### config.mk
export PLATFORM = sky130hd
export DESIGN_NAME = hwd_watchdog
export DESIGN_NICKNAME = d
export VERILOG_FILES = /design/src/verilog/hwd_pkg.sv /design/src/verilog/hwd_reset_pulse.sv /design/src/verilog/hwd_watchdog.sv
export SDC_FILE = /design/constraint.sdc
export NUM_CORES = 1
export LEC_CHECK = 0
export BUFFER_PORTS_ARGS = -buffer_cell sky130_fd_sc_hd__clkbuf_2
export CORE_MARGIN = 3
export CORE_UTILIZATION = 61
export CTS_CLUSTER_DIAMETER = 200
export DETAILED_ROUTE_END_ITERATION = 12
export GPL_TIMING_DRIVEN = 1
export PLACE_DENSITY = 0.85
export RECOVER_POWER = 50
export SYNTH_ARGS = -nofsm -noshare
export SYNTH_HDL_FRONTEND = slang
export SYNTH_SLANG_ARGS = --single-unit
### constraint.sdc
create_clock -name sys_clk -period 4.05 [get_ports sys_clk]
set_clock_uncertainty 0.05 [all_clocks]
set_input_delay 0.405 -clock sys_clk [delete_from_list [all_inputs] [get_ports sys_clk]]
set_output_delay 0.405 -clock sys_clk [all_outputs]
set_load 0.005 [all_outputs]
### src/verilog/hwd_pkg.sv
// Constants and state types shared by the hardware watchdog files.
// How it works
// - After any reset the watchdog is off and does not count until the key sequence is done.
// - Writing 8'h1e then 8'he1 to the service key register at 8'ha6 starts the watchdog.
// - Once on, the count steps once per 2^sel machine cycles while the oscillator runs, else holds.
// - Once on, no software write turns it off; only hardware reset or its own overflow does.
// - The 14-bit counter overflows on reaching 14'h3fff, and that resets the whole device.
// - On overflow a high reset pulse of 96 peripheral clock periods is driven on the reset pin.
// - The service key register is write only; reads give no meaningful value.
// - The count itself can be neither read nor loaded through any register.
// - A 2^7 prescaler stage extends the time-out range by up to a factor of 128.
// - The time-out select register at 8'ha7 holds a three-bit select in its low bits.
// - The upper bits of the time-out select register are not stored and read as zero; software writes zeros.
// - At reset the three-bit time-out select clears to 3'b000.
// - After power-down is left by an external interrupt, counting waits until that input is high.
package hwd_pkg;

  localparam logic [7:0] HWD_ADDR_SERVICE_KEY = 8'ha6;
  localparam logic [7:0] HWD_ADDR_TIMEOUT_SEL = 8'ha7;
  localparam logic [7:0] HWD_KEY_FIRST = 8'h1e;
  localparam logic [7:0] HWD_KEY_SECOND = 8'he1;

  localparam int HWD_SEL_LSB = 0;
  localparam int HWD_SEL_MSB = 2;
  localparam logic [2:0] HWD_SEL_RESET = 3'h0;
  localparam logic [7:0] HWD_RDATA_RESET = 8'h00;

  localparam logic [13:0] HWD_CNT_RESET = 14'h0000;
  localparam logic [13:0] HWD_CNT_MAX = 14'h3fff;
  localparam logic [13:0] HWD_CNT_BEFORE_MAX = 14'h3ffe;
  localparam logic [6:0] HWD_PRE_RESET = 7'h00;
  localparam logic [6:0] HWD_PRE_ALL = 7'h7f;

  localparam logic [6:0] HWD_PULSE_PERIODS = 7'h60;
  localparam logic [6:0] HWD_PULSE_LAST = 7'h5f;
  localparam logic [6:0] HWD_PULSE_CNT_RESET = 7'h00;

  typedef struct packed {
    logic enabled;
    logic armed;
    logic hold;
    logic ovf;
    logic [2:0] sel;
    logic [13:0] cnt;
    logic [6:0] pre;
    logic [7:0] rdata;
  } hwd_state_t;

  typedef struct packed {
    logic active;
    logic [6:0] cnt;
  } hwd_pulse_t;

endpackage : hwd_pkg

### src/verilog/hwd_reset_pulse.sv
// Reset pin pulse stretcher that counts peripheral clock periods.
`timescale 1ns/1ps
module hwd_reset_pulse
  import hwd_pkg::*;
(
  input wire logic sys_clk,
  input wire logic rst,
  input wire logic start,
  input wire logic periph_tick,
  output logic pulse
);

  hwd_pulse_t s_r;
  hwd_pulse_t s_nxt;

  always_comb
  begin
    s_nxt = s_r;
    if (start && !s_r.active)
    begin
      s_nxt.active = 1'b1;
      s_nxt.cnt = HWD_PULSE_CNT_RESET;
    end
    else if (s_r.active && periph_tick)
    begin
      if (s_r.cnt == HWD_PULSE_LAST)
      begin
        s_nxt.active = 1'b0;
        s_nxt.cnt = HWD_PULSE_CNT_RESET;
      end
      else
      begin
        s_nxt.cnt = s_r.cnt + 7'h01;
      end
    end
  end

  always_ff @(posedge sys_clk or posedge rst)
  begin
    if (rst)
    begin
      s_r <= '0;
    end
    else
    begin
      s_r <= s_nxt;
    end
  end

  assign pulse = s_r.active;
endmodule : hwd_reset_pulse

### src/verilog/hwd_watchdog.sv
// Hardware watchdog with key-sequence service register and reset pin pulse.
`timescale 1ns/1ps
module hwd_watchdog
  import hwd_pkg::*;
(
  input wire logic sys_clk,
  input wire logic rst,
  input wire logic [7:0] sfr_addr,
  input wire logic [7:0] sfr_wdata,
  input wire logic sfr_wr,
  input wire logic sfr_rd,
  output logic [7:0] sfr_rdata,
  input wire logic mcycle_tick,
  input wire logic osc_running,
  input wire logic pd_int_wake,
  input wire logic ext_int_n,
  input wire logic periph_tick,
  output logic rst_pin_o,
  output logic rst_pin_oe,
  output logic wdt_enabled
);

  hwd_state_t s_r;
  hwd_state_t s_nxt;
  logic pulse;
  logic wr_key;
  logic key_done;
  logic run;
  logic pre_full;
  logic [6:0] pre_mask;

  // Only the low select bits of the prescaler must be all ones for the counter to step.
  assign pre_mask = ~(HWD_PRE_ALL << s_r.sel);
  assign pre_full = (s_r.pre & pre_mask) == pre_mask;
  assign wr_key = sfr_wr && (sfr_addr == HWD_ADDR_SERVICE_KEY);
  assign key_done = wr_key && s_r.armed && (sfr_wdata == HWD_KEY_SECOND);
  // A held interrupt line after power-down wake keeps the count frozen.
  assign run = s_r.enabled && mcycle_tick && osc_running && !s_r.hold;

  always_comb
  begin
    s_nxt = s_r;
    s_nxt.ovf = 1'b0;

    // Any write anywhere breaks a pending sequence unless it is the first key again.
    if (sfr_wr)
    begin
      s_nxt.armed = wr_key && (sfr_wdata == HWD_KEY_FIRST);
    end

    // Upper bits are not stored, so they read as zero whatever was written.
    if (sfr_wr && (sfr_addr == HWD_ADDR_TIMEOUT_SEL))
    begin
      s_nxt.sel = sfr_wdata[HWD_SEL_MSB:HWD_SEL_LSB];
    end

    if (pd_int_wake)
    begin
      s_nxt.hold = 1'b1;
    end
    else if (ext_int_n)
    begin
      s_nxt.hold = 1'b0;
    end

    if (run)
    begin
      s_nxt.pre = s_r.pre + 7'h01;
      if (pre_full)
      begin
        s_nxt.cnt = s_r.cnt + 14'h0001;
        if (s_r.cnt == HWD_CNT_BEFORE_MAX)
        begin
          s_nxt.ovf = 1'b1;
        end
      end
    end

    if (key_done)
    begin
      s_nxt.enabled = 1'b1;
      s_nxt.cnt = HWD_CNT_RESET;
      s_nxt.pre = HWD_PRE_RESET;
    end

    // Overflow and the pulse that follows act as a device reset, so they beat a key write.
    if (s_nxt.ovf || s_r.ovf || pulse)
    begin
      s_nxt.enabled = 1'b0;
      s_nxt.armed = 1'b0;
      s_nxt.cnt = HWD_CNT_RESET;
      s_nxt.pre = HWD_PRE_RESET;
      s_nxt.sel = HWD_SEL_RESET;
    end

    // The count has no read path; the key register reads as zero.
    if (sfr_rd)
    begin
      if (sfr_addr == HWD_ADDR_TIMEOUT_SEL)
      begin
        s_nxt.rdata = {5'h00, s_r.sel};
      end
      else
      begin
        s_nxt.rdata = HWD_RDATA_RESET;
      end
    end
  end

  always_ff @(posedge sys_clk or posedge rst)
  begin
    if (rst)
    begin
      s_r <= '0;
    end
    else
    begin
      s_r <= s_nxt;
    end
  end

  hwd_reset_pulse u_pulse (
    .sys_clk(sys_clk),
    .rst(rst),
    .start(s_r.ovf),
    .periph_tick(periph_tick),
    .pulse(pulse)
  );

  // The pin is only driven during the pulse so an external reset can still pull it.
  assign rst_pin_o = pulse;
  assign rst_pin_oe = pulse;
  assign sfr_rdata = s_r.rdata;
  assign wdt_enabled = s_r.enabled;
endmodule : hwd_watchdog

* Yosys cells after proc, flatten, opt, wreduce, memory -nomap -nowiden
Index checks and enable logic that the tools add are counted.
Word-level totals: register bits 44, bits in latches 0, memory bits (writable) 0, bits in read-only memories 0, bits of input ports 25, output and inout port bits 11, logic and storage cells 65, memories 0
Operators by class: add/subtract/negate cells 3, multiply operators 0, divide/modulo/power cells 0, magnitude comparators 0, eq/ne operators 7, shifts and indexed selects 1, mux-type cells 18, bitwise gates (word level) 2, reduce and logical (&&, ||, !) cells 24
Operator list (number):
- 2-to-1 mux 21 bit | 2
- == test 8 bit, second input constant | 3
- 2-to-1 mux 24 bit | 1
- 2-to-1 mux 8 bit | 2
- adder 14 x 1 -> 14 bit, second input constant | 1
- adder 7 x 1 -> 7 bit, second input constant | 2
- == test 14 bit, second input constant | 1
- 2-to-1 mux 14 bit | 1
- nonzero test 2 bit | 6
- logical AND 1 bit | 10
- == test 8 x 5 -> 1 bit, second input constant | 1
- 2-to-1 mux 1 bit | 8
- AND 7 bit | 1
- == test 7 bit | 1
- == test 7 bit, second input constant | 1
- 2-to-1 mux 7 bit | 1
- inverter 7 bit | 1
- left shift 7 x 3 -> 7 bit, first input constant | 1
- 2-to-1 mux 3 bit | 2
- nonzero test 3 bit | 2
- AND reduction 2 bit | 2
- logical NOT 1 bit | 2
- logical OR 1 bit | 2
- 2-to-1 mux 2 bit | 1

* Longest topological paths before layout
word-level depth 10, gate-level depth with buffers 8, depth with buffers taken out 7

* Modules after synthesis
Synthesis repeated with hierarchy kept, for this count alone.
Second synthesis, totals: cell total of the unflattened synthesis 247, area, all modules 2309.7 um^2
Modules (own cells, without submodules):
- hwd_watchdog | times used 1, cells an instance 202, area an instance 1881.8 um^2, seq. area each 775.7 um^2
- hwd_reset_pulse | times used 1, cells an instance 45, area an instance 427.9 um^2, seq. area each 200.2 um^2

* Least setup slack after synthesis
Ideal clock, no wire load.
kind register -> register, start point register s_r[15] in the netlist's numbering, end point register s_r[16] in the netlist's numbering, setup time 137 ps, arrival time 1739 ps, data required time 3863 ps, slack 2125 ps, stages on the path, launching flop included 8, path buffers 1, clock period less this slack 1925 ps, path through dfrtp_1 -> inv_1 -> ha_1 -> nand2_1 -> or4_4 -> buf_6 -> o31ai_4 -> nor3_2
On the way: longest elaborated chain between the ends 8
RTL lines:
- from (decl) | RTL line hwd_watchdog.sv:23 | hwd_state_t s_r;
- from (signal assigned) | RTL line hwd_watchdog.sv:118 | s_r <= s_nxt;
- branches (longest 8 deep; another with adder 14 x 1 -> 14 bit)
Parallel ways; which one is timed is not known. The select of a mux whose other input is x is not followed. A chain may end at the register's enable or synchronous reset.

* Final worst setup path
start point register s_r[30] in the netlist's numbering, end point register s_r[19] in the netlist's numbering
On the way: longest elaborated chain between the ends 10
RTL lines:
- left shift 7 x 3 -> 7 bit * | RTL line hwd_watchdog.sv:33 | assign pre_mask = ~(HWD_PRE_ALL << s_r.sel);
- inverter 7 bit * | RTL line hwd_watchdog.sv:33
- AND 7 bit | RTL line hwd_watchdog.sv:34 | assign pre_full = (s_r.pre & pre_mask) == pre_mask;
- == test 7 bit * | RTL line hwd_watchdog.sv:34
- 2-to-1 mux 1 bit | RTL line hwd_watchdog.sv:69 | if (pre_full)
- 2-to-1 mux 1 bit | RTL line hwd_watchdog.sv:66 | if (run)
- logical OR 1 bit (2 in a row) | RTL line hwd_watchdog.sv:87 | if (s_nxt.ovf || s_r.ovf || pulse)
- nonzero test 3 bit (no source line)
- AND reduction 2 bit (no source line)
Every way passes the cells marked *; elsewhere a longest branch is shown, timed or not.

==> results.py <==
metrics = {
    "timing": {
        "layout_setup_ws_ps": 1730,
        "setup_tns_ps": 0,
        "slew_headroom": -0.353,
        "fin_crit_sh": 0.573,
        "period_needed_ps": 2320,
        "finalSetupViolCount": 0,
        "max_freq_mhz": 431,
        "hold_viol": 0,
        "rsz0062_at_grt": "false",
        "worstMarginPinSlew_ps": 2030,
        "slew_violations": 40,
    },
    "drt": {
        "via_per_inst": 6.06,
        "wl_per_cell_um": 15.0,
        "drtAntennaViolNets": 0,
        "dr.pass1.iters": 4,
        "drtIter0Drc": 123,
        "vias": 1988,
        "drcViolationCount": 0,
        "routed_wl_um": 4940,
    },
    "status": {
        "status": "complete, but fails checks",
        "violations": "capacitance limit, slew limit",
    },
    "synth": {
        "ys_seq_area_frac": 0.415,
        "synth_edf_count": 0,
        "async_flop_share": 1.00,
        "synth_seq_cells": 39,
        "synth_top_area_frac": 0.415,
        "synth.area.top_cells": "dfrtp_1 (41%), nand2_1 (4.1%), nor2_1 (3.7%)",
        "synth_top_area_cell": "dfrtp_1",
        "synthCells": 255,
        "synth_flop_cell": "dfrtp_1",
        "syn_area_um2": 2350,
        "avgSynthCellArea_um2": 9.22,
        "synth_warnings": 0,
        "synth_cell_types": 52,
    },
    "clock_tree": {
        "cts_setup_buffers": 0,
        "cts_root_buffer": "clkbuf_8",
        "clk_pin_slew_ps": 80,
        "h-tree-depth": 2,
        "cts_resized": 0,
        "clk_latency_ps": 290,
        "cts_tree": "built",
        "cts_sinks": 39,
        "postCtsHoldBufs": 0,
        "numCtsBuffers": 5,
        "ctsLongestPathBuffers": 2,
    },
    "pwr": {
        "peakVddDrop_mv": 0.269,
        "p_leak_nw": 1.07,
        "pwr_density_cell_nw_per_um2": 345,
        "power_mw": 0.882,
    },
    "global_routing": {
        "grt_pass1_wl_um": 8460,
        "antenna_found_initial": 0,
        "track_usage": 0.243,
        "grt_max_degree": 40,
        "first_global_vias": 1893,
        "gr-total-overflow": 0,
    },
    "floorplan": {
        "die_h_um": 68.1,
        "core_area_um2": 3520,
        "ioPinCount": 36,
        "die_x_um": 68.1,
        "start_util": 0.668,
        "dieArea_um2": 4640,
        "num_rows": 21,
    },
    "layout": {
        "antenna_cells": 0,
        "stdcell_count": 328,
        "areaGrowthSynthToFinish_pct": 8.62,
        "fin_area_um2": 2550,
        "drive_gt1_frac": 0.181,
        "nNetsFinal": 310,
        "fillers": 289,
    },
    "placed_design": {
        "place_congestion": 0.876,
        "placed_area_um2": 2480,
        "placed_cells": 320,
        "post-place-ws_ps": 1790,
        "numPortBuffers": 30,
        "hpwlAfterDp_um": 3510,
    },
    "setup_path": {
        "cp-end-kind": "flop",
        "crit_path_start_kind": "flop",
        "cp.arrival_ps": 2450,
        "critPathMaxFanout": 17,
        "worstPathRequired_ps": 4180,
        "worstSetupPathType": "reg2reg",
    },
    "hold_path": {
        "hold_class": "in2reg",
    },
    "flow_run": {
        "max_cap_viol_count": 1,
    },
}
## stage by stage
| stage | util | hold WS (ps) |
|---|---|---|
| finish | 0.726 | 242 |
| detailed placement | 0.704 | 408 |
| global placement | 0.704 | 403 |
| global route | 0.726 | 251 |
| floorplan | - | 391 |
| CTS | 0.727 | 166 |
## flip-flops by register name (all words and copies together) (netlist names)
signal and cells:
wdt_enabled 1, u_pulse.s_r 7, sfr_rdata 3, u_pulse.pulse 1, s_r 27
## cells by family after synthesis
group | after synthesis | share of synthesized area
fa+ha+maj | 4 | 0.0213
xor+xnor | 8 | 0.0298
buf+inv | 28 | 0.0638
mux | 6 | 0.0261
flops | 39 | 0.415
simple gates | 115 | 0.268
compound gates | 54 | 0.174
other cells | 1 | 0.00159
## worst max-delay path: stages (launching register included)
cell and delay (ps):
dfrtp_1 460, nor2_1 160, nor3_1 80, a311oi_2 950
o211ai_1 180, a32o_1 320
## final timing paths
path	end	start	slack [ps]	cells past startpoint
max	s_r[19]$_DFFE_PP0P_	s_r[30]$_DFFE_PP0P_	1730	5
min	s_r[33]$_DFFE_PP0P_	pd_int_wake	240	2
max reg2reg	s_r[19]$_DFFE_PP0P_	s_r[30]$_DFFE_PP0P_	1730	5
min reg2reg	s_r[33]$_DFFE_PP0P_	s_r[33]$_DFFE_PP0P_	420	1
max in group asynchronous	s_r[19]$_DFFE_PP0P_	rst	2020	3
min in group asynchronous	u_pulse.s_r[6]$_DFFE_PP0P_	rst	770	3
## power breakdown
group	total, mW	internal (mW)	switching [mW]
sequential	0.465	0.423	0.0426
clock	0.254	0.121	0.133
combinational	0.162	0.0709	0.0915
## metal layers
metal	global-route usage	vias to the layer above	wire length, µm
met4	0.0819	0	54
met2	0.398	52	2480
met3	0.0673	6	231
met5	0	-	0
met1	0.309	950	2170
li1	-	980	-
## cell type report
class | count | area, µm² | area share
Clock buffer | 7 | 76.3 | 0.0299
Sequential cell | 39 | 976 | 0.382
Inverter | 12 | 45.0 | 0.0176
Timing Repair Buffer | 31 | 154 | 0.0602
Tap cell | 46 | 57.6 | 0.0225
Clock inverter | 1 | 5.00 | 0.00196
Multi-Input combinational cell | 192 | 1240 | 0.486
## cells in the final DEF, fill, tap and decap left out, types with 4 or more instances in the layout
cell type  instances
clkbuf_8           5
clkbuf_2          30
o21ai_0           11
a32o_1             7
xor2_1             4
nand2_1           26
ha_1               4
nand2b_1           4
a21oi_1           10
nand4b_1           5
o31ai_1            6
nor4_1             4
nand4_1            9
mux2i_1            5
nand3_1           13
nor3_1             8
xnor2_1            4
nor2_1            23
dfrtp_1           39
conb_1             5
inv_1             12
## synth_stat cells, types with 3 or more instances
| cell type | count |
|---|---|
| nand2b_1 | 4 |
| o31ai_1 | 6 |
| nand3_1 | 13 |
| nor4_1 | 4 |
| xnor2_1 | 4 |
| nor2_1 | 23 |
| a32o_1 | 7 |
| clkbuf_1 | 3 |
| or2_2 | 3 |
| buf_4 | 9 |
| and3_1 | 3 |
| nand2_1 | 26 |
| nand4b_1 | 5 |
| inv_1 | 12 |
| a21oi_1 | 10 |
| o22ai_1 | 3 |
| nor3b_1 | 3 |
| mux2i_1 | 5 |
| xor2_1 | 4 |
| nand4_1 | 9 |
| ha_1 | 4 |
| buf_2 | 3 |
| o21ai_0 | 11 |
| nor3_2 | 3 |
| dfrtp_1 | 39 |
| nor3_1 | 8 |
(Power assumes the default switching activity.)
